`config.mk`:
```
export PLATFORM = sky130hd
export DESIGN_NAME = hmpc_pin_config
export DESIGN_NICKNAME = d
export VERILOG_FILES = /design/src/hw/hmpc_pkg.sv /design/src/hw/hmpc_sync2.sv /design/src/hw/hmpc_tx_clock_select.sv /design/src/hw/hmpc_pin_config.sv
export SDC_FILE = /design/constraint.sdc
export NUM_CORES = 1
export LEC_CHECK = 0
export ABC_AREA = 1
export BUFFER_PORTS_ARGS = -buffer_cell sky130_fd_sc_hd__buf_2
export CAP_MARGIN = 20
export CORE_MARGIN = 1
export CORE_UTILIZATION = 33
export CTS_CLUSTER_SIZE = 16
export DETAILED_ROUTE_END_ITERATION = 7
export PLACE_DENSITY = 0.62
export SKIP_LAST_GASP = 1
export SLEW_MARGIN = 20
export SYNTH_ARGS = -nofsm -noshare
export SYNTH_HDL_FRONTEND = slang
export SYNTH_SLANG_ARGS = --single-unit
```
`constraint.sdc`:
```
create_clock -name clock -period 1.9 [get_ports clock]
set_input_delay 0 -clock clock [delete_from_list [all_inputs] [get_ports clock]]
set_output_delay 0 -clock clock [all_outputs]
set_load 0.02 [all_outputs]
```
`src/hw/hmpc_pkg.sv`:
```
// Package: constants, types and helpers of the hardware-mode pin configuration
`default_nettype none

package hmpc_pkg;

  // ==========================================================
  // Port interface select codes
  localparam logic [1:0] IF_HARDWARE = 2'h0;
  localparam logic [1:0] IF_SERIAL = 2'h1;
  localparam logic [1:0] IF_PARALLEL = 2'h2;
  localparam logic [1:0] IF_PARALLEL_MUX = 2'h3;

  // ==========================================================
  // Transmit clock sources and termination codes
  typedef enum logic [1:0] {
    TXCK_EXT = 2'h0,
    TXCK_PLL = 2'h1,
    TXCK_MCLK = 2'h2,
    TXCK_RCLK = 2'h3
  } hmpc_txck_t;

  typedef enum logic [1:0] {
    TERM_OFF = 2'h0,
    TERM_NATIVE = 2'h1,
    TERM_E1_75 = 2'h2,
    TERM_E1_120 = 2'h3
  } hmpc_term_t;

  // ==========================================================
  // Strap sampling states
  typedef enum logic [1:0] {
    ST_SETTLE = 2'h1,
    ST_HELD = 2'h2
  } hmpc_strap_st_t;

  localparam logic [1:0] STRAP_SETTLE_CYCLES = 2'h3;

  // ==========================================================
  // Register word indices
  localparam logic [1:0] REG_CTRL = 2'h0;
  localparam logic [1:0] REG_STATUS = 2'h1;
  localparam logic [1:0] REG_STRAPS = 2'h2;
  localparam logic [1:0] REG_CMD = 2'h3;

  // Control register fields
  localparam int CTRL_TXCK_LSB = 0;
  localparam int CTRL_CODING = 2;
  localparam int CTRL_LOOPBACK = 3;
  localparam int CTRL_TX_TERM_DIS = 4;
  localparam int CTRL_RX_TERM_DIS = 5;
  localparam int CTRL_E1_120 = 6;
  localparam int CTRL_JA_SEL0 = 7;
  localparam int CTRL_RXMODE_LSB = 8;
  localparam int CTRL_TXMODE_LSB = 12;
  localparam int CTRL_PLL_RCLK = 16;
  localparam logic [16:0] CTRL_RESET = 17'h00000;
  localparam int CMD_RESAMPLE = 0;

  // ==========================================================
  // Carriers
  typedef struct packed {
    logic [1:0] portIfSel;
    logic [7:0] addrDataIn;
    logic [7:0] addrIn;
    logic busStrobeStyleSel;
    logic chipSelN;
    logic readStrobeN;
    logic writeStrobeN;
    logic intPinIn;
    logic txClkSrcSelHi;
    logic txModeSelB1;
    logic txModeSelB2;
  } hmpc_pin_in_t;

  typedef struct packed {
    logic [7:0] addrDataOut;
    logic [7:0] addrDataOe;
    logic intPinOut;
    logic intPinOe;
  } hmpc_pin_out_t;

  typedef struct packed {
    logic chipSelN;
    logic readStrobeN;
    logic writeStrobeN;
    logic busStrobeStyleSel;
    logic [7:0] addrDataIn;
    logic [7:0] addrIn;
    logic serialClock;
    logic serialDataIn;
  } hmpc_host_port_t;

  typedef struct packed {
    hmpc_txck_t txClkSrc;
    logic pllRefRecovered;
    logic lineCodingEnable;
    logic remoteLoopbackEn;
    hmpc_term_t txTerm;
    hmpc_term_t rxTerm;
    logic jitterAttClkSel0;
    logic [3:0] rxMode;
    logic [3:0] txMode;
  } hmpc_cfg_t;

  localparam hmpc_host_port_t HOST_PORT_IDLE = '{chipSelN: 1'b1,
    readStrobeN: 1'b1, writeStrobeN: 1'b1, default: '0};

  // ==========================================================
  // Helpers
  function automatic logic isE1Mode(input logic [3:0] mode);
    return (mode[3:2] == 2'h1) || (mode == 4'h8);
  endfunction

  function automatic hmpc_term_t termCode(input logic disable_,
      input logic [3:0] mode, input logic sel120);
    if (disable_) begin
      return TERM_OFF;
    end
    if (isE1Mode(mode)) begin
      return sel120 ? TERM_E1_120 : TERM_E1_75;
    end
    return TERM_NATIVE;
  endfunction

endpackage

`default_nettype wire

```
`src/hw/hmpc_sync2.sv`:
```
// Two-stage synchroniser for a vector of pin inputs
`timescale 1ns/1ps
`default_nettype none

module hmpc_sync2 #(
  parameter int W = 1
) (
  input wire logic clock,
  input wire logic rst_n,
  input wire logic [W-1:0] async,
  output logic [W-1:0] synced
);

  typedef struct packed {
    logic [W-1:0] stage1;
    logic [W-1:0] stage2;
  } hmpc_sync_state_t;

  hmpc_sync_state_t q;
  hmpc_sync_state_t d;

  // ==========================================================
  // Next state
  always_comb begin
    d.stage1 = async;
    d.stage2 = q.stage1;
  end

  // ==========================================================
  // Registers
  always_ff @(posedge clock) begin
    if (!rst_n) begin
      q <= '0;
    end else begin
      q <= d;
    end
  end

  assign synced = q.stage2;

endmodule

`default_nettype wire

```
`src/hw/hmpc_tx_clock_select.sv`:
```
// Transmit clock, PLL output and PLL reference selection
`timescale 1ns/1ps
`default_nettype none

module hmpc_tx_clock_select (
  input wire hmpc_pkg::hmpc_txck_t txClkSrc,
  input wire logic hardwareMode,
  input wire logic pllRefRecovered,
  input wire logic extTxClockIn,
  input wire logic pllClk,
  input wire logic mclkScaled,
  input wire logic rxRecoveredClk,
  output logic txClock,
  output logic pllOut,
  output logic txPllRef
);
  import hmpc_pkg::*;

  // ==========================================================
  // Source mux
  always_comb begin
    case (txClkSrc)
      TXCK_EXT: txClock = extTxClockIn;
      TXCK_PLL: txClock = pllClk;
      TXCK_MCLK: txClock = mclkScaled;
      TXCK_RCLK: txClock = rxRecoveredClk;
      default: txClock = extTxClockIn;
    endcase
  end

  assign pllOut = txClock;

  // ==========================================================
  // PLL reference
  always_comb begin
    if (hardwareMode) begin
      txPllRef = extTxClockIn;
    end else begin
      txPllRef = pllRefRecovered ? rxRecoveredClk : extTxClockIn;
    end
  end

endmodule

`default_nettype wire

```
`src/hw/hmpc_pin_config.sv`:
```
// Top: port-interface select, shared pin routing and strap decoding
`timescale 1ns/1ps
`default_nettype none

// Function
// - Two select pins choose parallel, serial or strap control; shared pins follow.
// - Strap control turns host address, data and strobe pins into function selects.
// - Strap control offers a subset; other functions sit at fixed states.
// - Strap control always feeds the transmit PLL from the external clock pin.
// - Source straps pick external, PLL, scaled master or recovered clock.
// - PLL output pin carries the same signal as the chosen transmit clock.
// - Strap control derives terminations from transmit and receive mode straps.
// - Transmit termination on when its disable strap is 0, off at 1.
// - Receive termination on when its disable strap is 0, off at 1.
// - E1 with termination on: strap 0 gives 75 ohm, 1 gives 120 ohm.
// - Bus-type pin picks strobe style in parallel, line coding in straps.
// - Select pin is active-low chip select in host modes, loopback in straps.
// - Read and write strobes in parallel mode; receive/transmit mode bits in straps.
// - Serial mode: data out on bit 0 pin, data in on bit 1 pin.
// - Shared pin is interrupt in host modes, jitter clock select 0 in straps.
// - Dedicated pins give source bit 1 and transmit mode bits 1 and 2.
// - Signal loss and frame loss indications drive their pins in every mode.
// - Address/data bits 4 to 7 carry receive mode 0,1 and termination disables.
module hmpc_pin_config (
  input wire logic clock,
  input wire logic rst_n,
  input wire hmpc_pkg::hmpc_pin_in_t pinIn,
  input wire logic extTxClockIn,
  input wire logic pllClk,
  input wire logic mclkScaled,
  input wire logic rxRecoveredClk,
  input wire logic [7:0] hostAdOut,
  input wire logic [7:0] hostAdOe,
  input wire logic spiMiso,
  input wire logic spiMisoOe,
  input wire logic hostIrq,
  input wire logic rxLos,
  input wire logic rxLof,
  input wire logic [1:0] avs_address,
  input wire logic avs_read,
  input wire logic avs_write,
  input wire logic [31:0] avs_writedata,
  output logic [31:0] avs_readdata,
  output logic avs_waitrequest,
  output hmpc_pkg::hmpc_pin_out_t pinOut,
  output hmpc_pkg::hmpc_host_port_t hostPort,
  output hmpc_pkg::hmpc_cfg_t cfg,
  output logic hardwareMode,
  output logic strapValid,
  output logic txClock,
  output logic pllOut,
  output logic txPllRef,
  output logic rxSignalLossOut,
  output logic rxFrameLossCcErrOut
);
  import hmpc_pkg::*;

  typedef struct packed {
    hmpc_strap_st_t strapSt;
    logic [1:0] settleCnt;
    hmpc_pin_in_t straps;
    logic [16:0] ctrl;
    logic ack;
    logic [31:0] readData;
    hmpc_cfg_t cfg;
    hmpc_host_port_t hostPort;
    hmpc_pin_out_t pinOut;
    logic hwMode;
    logic los;
    logic lof;
  } hmpc_state_t;

  hmpc_state_t q;
  hmpc_state_t d;
  hmpc_pin_in_t pinSync;
  logic request;
  logic writeTaken;
  logic resampleReq;
  logic held;
  logic [1:0] ifMode;

  // ==========================================================
  // Pin input synchronisers
  hmpc_sync2 #(
    .W($bits(hmpc_pin_in_t))
  ) u_sync (
    .clock(clock),
    .rst_n(rst_n),
    .async(pinIn),
    .synced(pinSync)
  );

  // ==========================================================
  // Bus strobes
  assign request = avs_read | avs_write;
  assign writeTaken = avs_write & q.ack;
  assign resampleReq = writeTaken && (avs_address == REG_CMD) &&
                       avs_writedata[CMD_RESAMPLE];
  assign held = (q.strapSt == ST_HELD);
  assign ifMode = q.straps.portIfSel;

  // ==========================================================
  // Next state
  always_comb begin
    d = q;
    d.ack = request & ~q.ack;

    // Strap capture after reset release
    case (q.strapSt)
      ST_SETTLE: begin
        if (q.settleCnt == STRAP_SETTLE_CYCLES) begin
          d.straps = pinSync;
          d.strapSt = ST_HELD;
        end else begin
          d.settleCnt = q.settleCnt + 2'h1;
        end
      end
      ST_HELD: begin
        if (resampleReq) begin
          d.strapSt = ST_SETTLE;
          d.settleCnt = '0;
        end
      end
      default: begin
        d.strapSt = ST_SETTLE;
        d.settleCnt = '0;
      end
    endcase

    // Host-mode control register
    if (writeTaken && (avs_address == REG_CTRL)) begin
      d.ctrl = avs_writedata[16:0];
    end

    d.hwMode = held && (ifMode == IF_HARDWARE);

    // Decoded selections
    if (d.hwMode) begin
      d.cfg.txClkSrc = hmpc_txck_t'({q.straps.txClkSrcSelHi,
                                     q.straps.addrDataIn[0]});
      d.cfg.pllRefRecovered = 1'b0;
      d.cfg.lineCodingEnable = q.straps.busStrobeStyleSel;
      d.cfg.remoteLoopbackEn = q.straps.chipSelN;
      d.cfg.jitterAttClkSel0 = q.straps.intPinIn;
      d.cfg.rxMode = {q.straps.addrDataIn[1], q.straps.readStrobeN,
                      q.straps.addrDataIn[5:4]};
      d.cfg.txMode = {q.straps.writeStrobeN, q.straps.txModeSelB2,
                      q.straps.txModeSelB1, q.straps.addrIn[5]};
      d.cfg.txTerm = termCode(q.straps.addrDataIn[6], d.cfg.txMode,
                              q.straps.addrIn[0]);
      d.cfg.rxTerm = termCode(q.straps.addrDataIn[7], d.cfg.rxMode,
                              q.straps.addrIn[0]);
    end else begin
      d.cfg.txClkSrc = hmpc_txck_t'(q.ctrl[CTRL_TXCK_LSB +: 2]);
      d.cfg.pllRefRecovered = q.ctrl[CTRL_PLL_RCLK];
      d.cfg.lineCodingEnable = q.ctrl[CTRL_CODING];
      d.cfg.remoteLoopbackEn = q.ctrl[CTRL_LOOPBACK];
      d.cfg.jitterAttClkSel0 = q.ctrl[CTRL_JA_SEL0];
      d.cfg.rxMode = q.ctrl[CTRL_RXMODE_LSB +: 4];
      d.cfg.txMode = q.ctrl[CTRL_TXMODE_LSB +: 4];
      d.cfg.txTerm = termCode(q.ctrl[CTRL_TX_TERM_DIS], d.cfg.txMode,
                              q.ctrl[CTRL_E1_120]);
      d.cfg.rxTerm = termCode(q.ctrl[CTRL_RX_TERM_DIS], d.cfg.rxMode,
                              q.ctrl[CTRL_E1_120]);
    end

    // Shared pin routing; strap mode leaves host port idle
    d.hostPort = HOST_PORT_IDLE;
    d.pinOut = '0;
    if (held) begin
      case (ifMode)
        IF_PARALLEL, IF_PARALLEL_MUX: begin
          d.hostPort.chipSelN = pinSync.chipSelN;
          d.hostPort.readStrobeN = pinSync.readStrobeN;
          d.hostPort.writeStrobeN = pinSync.writeStrobeN;
          d.hostPort.busStrobeStyleSel = pinSync.busStrobeStyleSel;
          d.hostPort.addrDataIn = pinSync.addrDataIn;
          d.hostPort.addrIn = pinSync.addrIn;
          d.pinOut.addrDataOut = hostAdOut;
          d.pinOut.addrDataOe = hostAdOe;
          d.pinOut.intPinOe = hostIrq;
        end
        IF_SERIAL: begin
          d.hostPort.chipSelN = pinSync.chipSelN;
          d.hostPort.serialClock = pinSync.addrDataIn[2];
          d.hostPort.serialDataIn = pinSync.addrDataIn[1];
          d.pinOut.addrDataOut[0] = spiMiso;
          d.pinOut.addrDataOe[0] = spiMisoOe & ~pinSync.chipSelN;
          d.pinOut.intPinOe = hostIrq;
        end
        default: begin
          d.pinOut = '0;
        end
      endcase
    end

    d.los = rxLos;
    d.lof = rxLof;

    // Read data, loaded one cycle before the answer
    d.readData = '0;
    if (avs_read & ~q.ack) begin
      case (avs_address)
        REG_CTRL: d.readData = {15'h0000, q.ctrl};
        REG_STATUS: d.readData = {8'h00, q.cfg.txMode, q.cfg.rxMode,
          q.lof, q.los, q.cfg.jitterAttClkSel0, q.cfg.rxTerm,
          q.cfg.txTerm, q.cfg.remoteLoopbackEn, q.cfg.lineCodingEnable,
          q.cfg.pllRefRecovered, q.cfg.txClkSrc, held, q.hwMode, ifMode};
        REG_STRAPS: d.readData = {6'h00, q.straps};
        default: d.readData = '0;
      endcase
    end
  end

  // ==========================================================
  // Registers
  always_ff @(posedge clock) begin
    if (!rst_n) begin
      q <= '0;
      q.strapSt <= ST_SETTLE;
      q.ctrl <= CTRL_RESET;
      q.hostPort <= HOST_PORT_IDLE;
    end else begin
      q <= d;
    end
  end

  // ==========================================================
  // Transmit clocking
  hmpc_tx_clock_select u_clksel (
    .txClkSrc(q.cfg.txClkSrc),
    .hardwareMode(q.hwMode),
    .pllRefRecovered(q.cfg.pllRefRecovered),
    .extTxClockIn(extTxClockIn),
    .pllClk(pllClk),
    .mclkScaled(mclkScaled),
    .rxRecoveredClk(rxRecoveredClk),
    .txClock(txClock),
    .pllOut(pllOut),
    .txPllRef(txPllRef)
  );

  // ==========================================================
  // Outputs
  assign avs_waitrequest = request & ~q.ack;
  assign avs_readdata = q.readData;
  assign pinOut = q.pinOut;
  assign hostPort = q.hostPort;
  assign cfg = q.cfg;
  assign hardwareMode = q.hwMode;
  assign strapValid = held;
  assign rxSignalLossOut = q.los;
  assign rxFrameLossCcErrOut = q.lof;

endmodule

`default_nettype wire

```
---- Word level (Yosys, flattened, before mapping) ----
Index checks and enable logic that the tools add are counted.
word-level totals
  flip-flop bits (word level) ............. 193
  bits in latches ......................... 0
  RAM bits ................................ 0
  ROM bits ................................ 0
  input bits .............................. 89
  output and inout port bits .............. 98
  memories ................................ 0
operators by class
  add/subtract/negate cells ............... 1
  multipliers ............................. 0
  div/mod/pow operators ................... 0
  $lt $le $gt $ge ......................... 0
  eq/ne operators ......................... 23
  shift operators ......................... 0
  multiplexer cells ....................... 49
  bitwise gates (word level) .............. 8
  reductions and logical operators ........ 22
operator list
  operator                                                          count
  26-bit case mux with 3 select lines                               1
  2-bit two-way mux                                                 18
  1-bit two-way mux                                                 24
  18-bit two-way mux                                                1
  2-bit by 1-bit == test with 1-bit output (second input constant)  8
  2-bit == test (second input constant)                             8
  4-bit == test (second input constant)                             4
  2-bit AND reduction                                               5
  3-bit AND reduction                                               3
  4-bit case mux with 2 select lines                                1
  2-bit logical NOT                                                 3
  2-bit inequality test (second input constant)                     3
  1-bit bitwise AND                                                 4
  1-bit logical AND                                                 4
  1-bit logical OR                                                  4
  4-bit two-way mux                                                 1
  1-bit case mux with 2 select lines                                2
  1-bit case mux with 4 select lines                                1
  2-bit OR reduction                                                2
  1-bit inverter                                                    3
  3-bit OR reduction                                                1
  2-bit by 1-bit adder with 2-bit output (second input constant)    1
  1-bit OR                                                          1

---- Depth between registers and ports, before layout ----
  depth after elaboration ................. 8
  mapped depth ............................ 8
  depth with buffers taken out ............ 8

---- Modules after synthesis ----
From an unflattened synthesis, not the netlist that was laid out.
unflattened totals
  cell total of the unflattened synthesis .. 841
  area, all modules ....................... 6940.4 µm²
by module, submodules not included
  module                times used  cells an instance  area an instance (µm²)  sequential area each (µm²)
  hmpc_pin_config       1           659                5362.6                  2682.6
  hmpc_sync2            1           162                1495.2                  1041.0
  hmpc_tx_clock_select  1           20                 82.6                    0.0

---- Worst setup path before layout ----
OpenSTA, ideal clock, no wires.
  path kind ............................... register to register
  from .................................... reg q[140] in the netlist's numbering
  to ...................................... reg q (netlist bit cfg[1])
  setup time .............................. 0.122 ns
  arrival ................................. 1.078 ns
  path slack .............................. 0.700 ns
  cell stages (with the launch flop) ...... 7
  path buffers ............................ 1
  clock period less this slack ............ 1.200 ns
  path through ............................ dfxtp_1 -> nand2_2 -> inv_1 -> nand2_1 -> nand2_1 -> buf_6 -> o22ai_2
on the way
  longest elaborated chain between the ends .. 3
RTL lines
  element             line                    source
  from (decl)         hmpc_pin_config.sv:73   hmpc_state_t q;
  2-bit == test       hmpc_pin_config.sv:99   assign held = (q.strapSt == ST_HELD);
  net strapValid      hmpc_pin_config.sv:49   output logic strapValid,
  1-bit logical AND   hmpc_pin_config.sv:135  d.hwMode = held && (ifMode == IF_HARDWARE);
  18-bit two-way mux  hmpc_pin_config.sv:138  if (d.hwMode) begin
The timed path passes the listed nets, and every way through them passes these cells.
A chain may end at the register's enable or synchronous reset.

---- Worst setup path after layout ----
  from .................................... reg q[140] in the netlist's numbering
  to ...................................... reg q (netlist bit pinOut[10])
on the way
  longest elaborated chain between the ends .. 2
RTL lines
  element                               line
  2-bit == test                         hmpc_pin_config.sv:99
  2-bit AND reduction (no source line)  --
No other way between the ends.

==> impl.org <==
** Cells and area
- Fill cells in the final layout number 2087.
- Cells fill 42.3% of the core in the end.
- Summing all multi-input logic gate instances after layout gives 0.00180 mm2.
- In the final design database the tool counted 1077 nets.
- Combined flip-flop and latch cell area :: 0.00372 mm2
- From synthesis to final layout, the design area changed by 24.7%.
- Cells with a size suffix above 1 make up 23.8% of the layout.

** Synthesis
- After synthesis, the cell types taking the most area are sky130_fd_sc_hd__dfxtp_1, sky130_fd_sc_hd__buf_4, sky130_fd_sc_hd__inv_1.
- Of the total synthesized cell area, the portion taken by AND, OR, NAND and NOR gates is 14.0%.
- In this run the mean area of a mapped cell was 8.28 um2.
- Summing the areas of all fa, ha and maj instances in the mapped netlist gives 0.180% of the synthesized area.
- In the synthesized netlist, the number of instances is 838.
- Summing every instance area after synthesis gives 0.00694 mm2.
- Compound-cell area share of the yosys netlist :: 11.3%
- Most common cell in the synthesized netlist :: sky130_fd_sc_hd__dfxtp_1
- The synthesized netlist contains 30 unique library cells.
- Synthesis inferred 186 register bits.
- The Yosys step of the flow raised 0 warnings.
- Proportion of synthesized chip area in sequential cells :: 53.7%
- Library cell with the largest summed area after synthesis :: sky130_fd_sc_hd__dfxtp_1
- Proportion of netlist area held by the largest area contributor :: 53.7%
- By count the netlist is led by sky130_fd_sc_hd__dfxtp_1, sky130_fd_sc_hd__inv_1, sky130_fd_sc_hd__nand2_1, sky130_fd_sc_hd__buf_4, sky130_fd_sc_hd__nor2_1.
- For this run, asynchronously set or reset flops after synthesis account for 0%.
- Number of enable flip-flop cells after synthesis :: 0
- By area, the combinational part of the netlist is dominated by buffers and inverters.
- Xor and xnor area share after synthesis :: 0%
- The most used flip-flop cell after synthesis is sky130_fd_sc_hd__dfxtp_1.
- In the synthesized netlist, mux cells make up 0% of the area.

** Floorplanning
- The die covers 0.0216 mm2.
- IO Pins :: 187
- The core region is 0.0204 mm2.
- Measured along the y axis, the die boundary spans 147 um.
- The die is 147 um wide.
- The initial utilization of the core area, before any placement, comes to 34.0%.
- Number of rows created at floorplan :: 52

** Timing
- Final hold viol count :: 0
- Count of final setup violators :: 0
- Setup Skew :: 9.88 ps
- Timing-limited maximum frequency :: 589 MHz
- Worst hold-check slack :: 20.7 ps
- In the finished design, the share of the clock period the worst path needs comes to 89.3%.
- Normalized max-slew margin :: 65.4%
- Fin worst setup slack :: 203 ps
- Transition at the pin with the smallest max-transition slack :: 517 ps
- Setup repair after global routing left no endpoint under its margin.
- The worst path needs 1700 ps of the cycle, external delays included.
- For the final routed database, the setup TNS stands at 0 ps.
- The final-report max-slew violation count was 0.

** Clocking
- No sink is reached through more buffers than the 2 on the longest clock path.
- The tree is rooted in a sky130_fd_sc_hd__clkbuf_16.
- Number of clock buffers inserted by TritonCTS :: 17
- The H-tree generated during clock tree synthesis spans 4 levels.
- After clock tree synthesis, the setup repair step added 0 buffers.
- At the later pin of the worst-skew pair, clock insertion delay measures 440 ps.
- TritonCTS built the clock tree.
- After clock tree synthesis, the clock-pin slew on the worst setup and hold paths is 60 ps.
- TritonCTS sink count :: 186

** Worst setup path
- Of all nets on the critical path, the largest fanout is 7.
- Together, buffers and inverters on the worst path number 1.
- The worst setup path is of the flip-flop to flip-flop kind.
- Kind of cell adding the most delay to the critical path :: buffers and inverters
- CP arrival :: 2070 ps
- On the worst path, the slowest cell contributes a delay of 560 ps.
- The worst setup path is captured at a flip-flop.
- Setup slack, reg-to-reg :: 200 ps
- The slowest stage of the critical path belongs to the cell sky130_fd_sc_hd__dlygate4sd3_1.
- Setup crit start kind :: flip-flop
- Required time at the worst-slack endpoint :: 2270 ps
- Traced cell by cell, the critical path runs through nand2_2 > nor2_8 > nand3_1 > o21ai_0 > dlygate4sd3_1.

** Route
- Drt wl/cell :: 13.0 um
- DRT antenna net count :: 0
- Using the TritonRoute via totals, the vias-per-cell ratio works out to 4.11.
- Wires add up to 16600 um.
- After detailed routing, the number of remaining DRC violations is 0.
- First-iteration detailed-routing DRC count :: 275
- First-pass iteration count of the detailed router :: 5
- Summing over every cut layer, the via total after detailed routing is 5229.

** Placed design
- Routability cong. :: 0.826
- In this run the tool buffered the top-level ports with 164 buffer cells.
- Timing analysis after detailed placement gives a worst setup slack of 395 ps.
- The wire-length estimate of the detail-placed layout is 11800 um.

** Power
- Power per Cell Area :: 1010 mW/mm2
- Leak :: 4.36 nW
- VDD sags by at most 0.000705 V.

** Global routing
- The total overflow left after global routing is 0.
- The first global-routing pass estimated 26100 um of wire.
- Via count of the first global-routing pass :: 5055
- Antenna violations before repair :: 1
- For this run, the total global-route usage over all layers was measured as 15.9%.
- Entering global routing, the biggest net connects 51 pins.

** Job
- Number of violations of the max-capacitance limit :: 0

** Outcome
- The run finished with clean final reports.

** Hold path
- The worst hold path belongs to the class input port to flip-flop.
[sequential cells by signal, summed over array words and instances, names as in the netlist]
register / cells
q: 46
avs_readdata: 26
u_sync.d: 26
u_sync.synced: 26
hostPort: 22
cfg: 18
pinOut: 17
ifMode: 2
hardwareMode: 1
rxFrameLossCcErrOut: 1
rxSignalLossOut: 1
[through the flow]
stage / instance area, um2 / cells / power [mW]
floorplan: 6960 / 844 / 4.83
global placement: 7360 / 1170 / 5.08
detailed placement: 7360 / 1170 / 5.10
CTS: 8650 / 1270 / 8.83
global route: 8650 / 1271 / 9.12
finish: 8650 / 1271 / 8.72
[final cells by class]
type                            count  area share [%]
Multi-Input combinational cell    381            20.8
Timing Repair Buffer              245            18.5
Inverter                          156            6.77
Clock buffer                       21            5.44
Antenna cell                        1          0.0289
Sequential cell                   186            43.0
Clock inverter                     11            1.55
Tap cell                          270            3.91
[worst register-to-register path, delay by kind of cell (launching register included)]
kind | cells | cell delay (ps)
compound gates | 1 | 200
simple gates | 3 | 480
flops | 1 | 390
buf+inv | 1 | 560
[timing repair]
action                                 CTS  global route
endpoints found under the hold margin   68             0
hold buffers                            68             0
gates resized for setup                  0             0
[cells in the final DEF (no fill, tap or decap), types with 4 or more instances in the layout]
cell	n
sky130_fd_sc_hd__conb_1	7
sky130_fd_sc_hd__o22ai_2	9
sky130_fd_sc_hd__buf_4	13
sky130_fd_sc_hd__clkbuf_16	17
sky130_fd_sc_hd__nand2_2	4
sky130_fd_sc_hd__a21oi_1	51
sky130_fd_sc_hd__o21ai_0	59
sky130_fd_sc_hd__nand4_1	4
sky130_fd_sc_hd__inv_1	149
sky130_fd_sc_hd__nand2_1	134
sky130_fd_sc_hd__inv_2	7
sky130_fd_sc_hd__nand3_1	10
sky130_fd_sc_hd__nor2_1	68
sky130_fd_sc_hd__o21ai_1	16
sky130_fd_sc_hd__dfxtp_1	186
sky130_fd_sc_hd__buf_2	164
sky130_fd_sc_hd__dlygate4sd3_1	68
[where the power goes]
part           internal, mW  switching (mW)
registers              4.10          0.0982
clock network          2.07            1.54
logic                 0.372           0.544
[metal layers]
| metal | track usage [%] | wire length [um] | up-vias |
|---|---|---|---|
| li1 | - | - | 2731 |
| met1 | 19.2 | 7520 | 2343 |
| met2 | 27.3 | 7990 | 133 |
| met3 | 3.91 | 746 | 22 |
| met4 | 5.77 | 314 | 0 |
| met5 | 0 | 0 | - |
[logic make-up (layout without fill, tap and decap cells)]
| group | Yosys count | in the layout |
|---|---|---|
| buffers and inverters | 277 | 433 |
| AND/OR/NAND/NOR | 234 | 234 |
| adder cells (fa/ha/maj) | 1 | 1 |
| AO/OA/AOI/OAI | 139 | 139 |
| flip-flops | 186 | 186 |
| other | 1 | 8 |
[worst paths after layout]
path	from	to	depth (start not counted)
setup / recovery	q[140]	pinOut[10]	5
hold / removal	avs_address[0]	avs_readdata[22]	5
setup reg to reg	q[140]	pinOut[10]	5
hold reg to reg	u_sync.d[11]	u_sync.synced[11]	2
No activity file was read; power rests on OpenSTA's default activity.
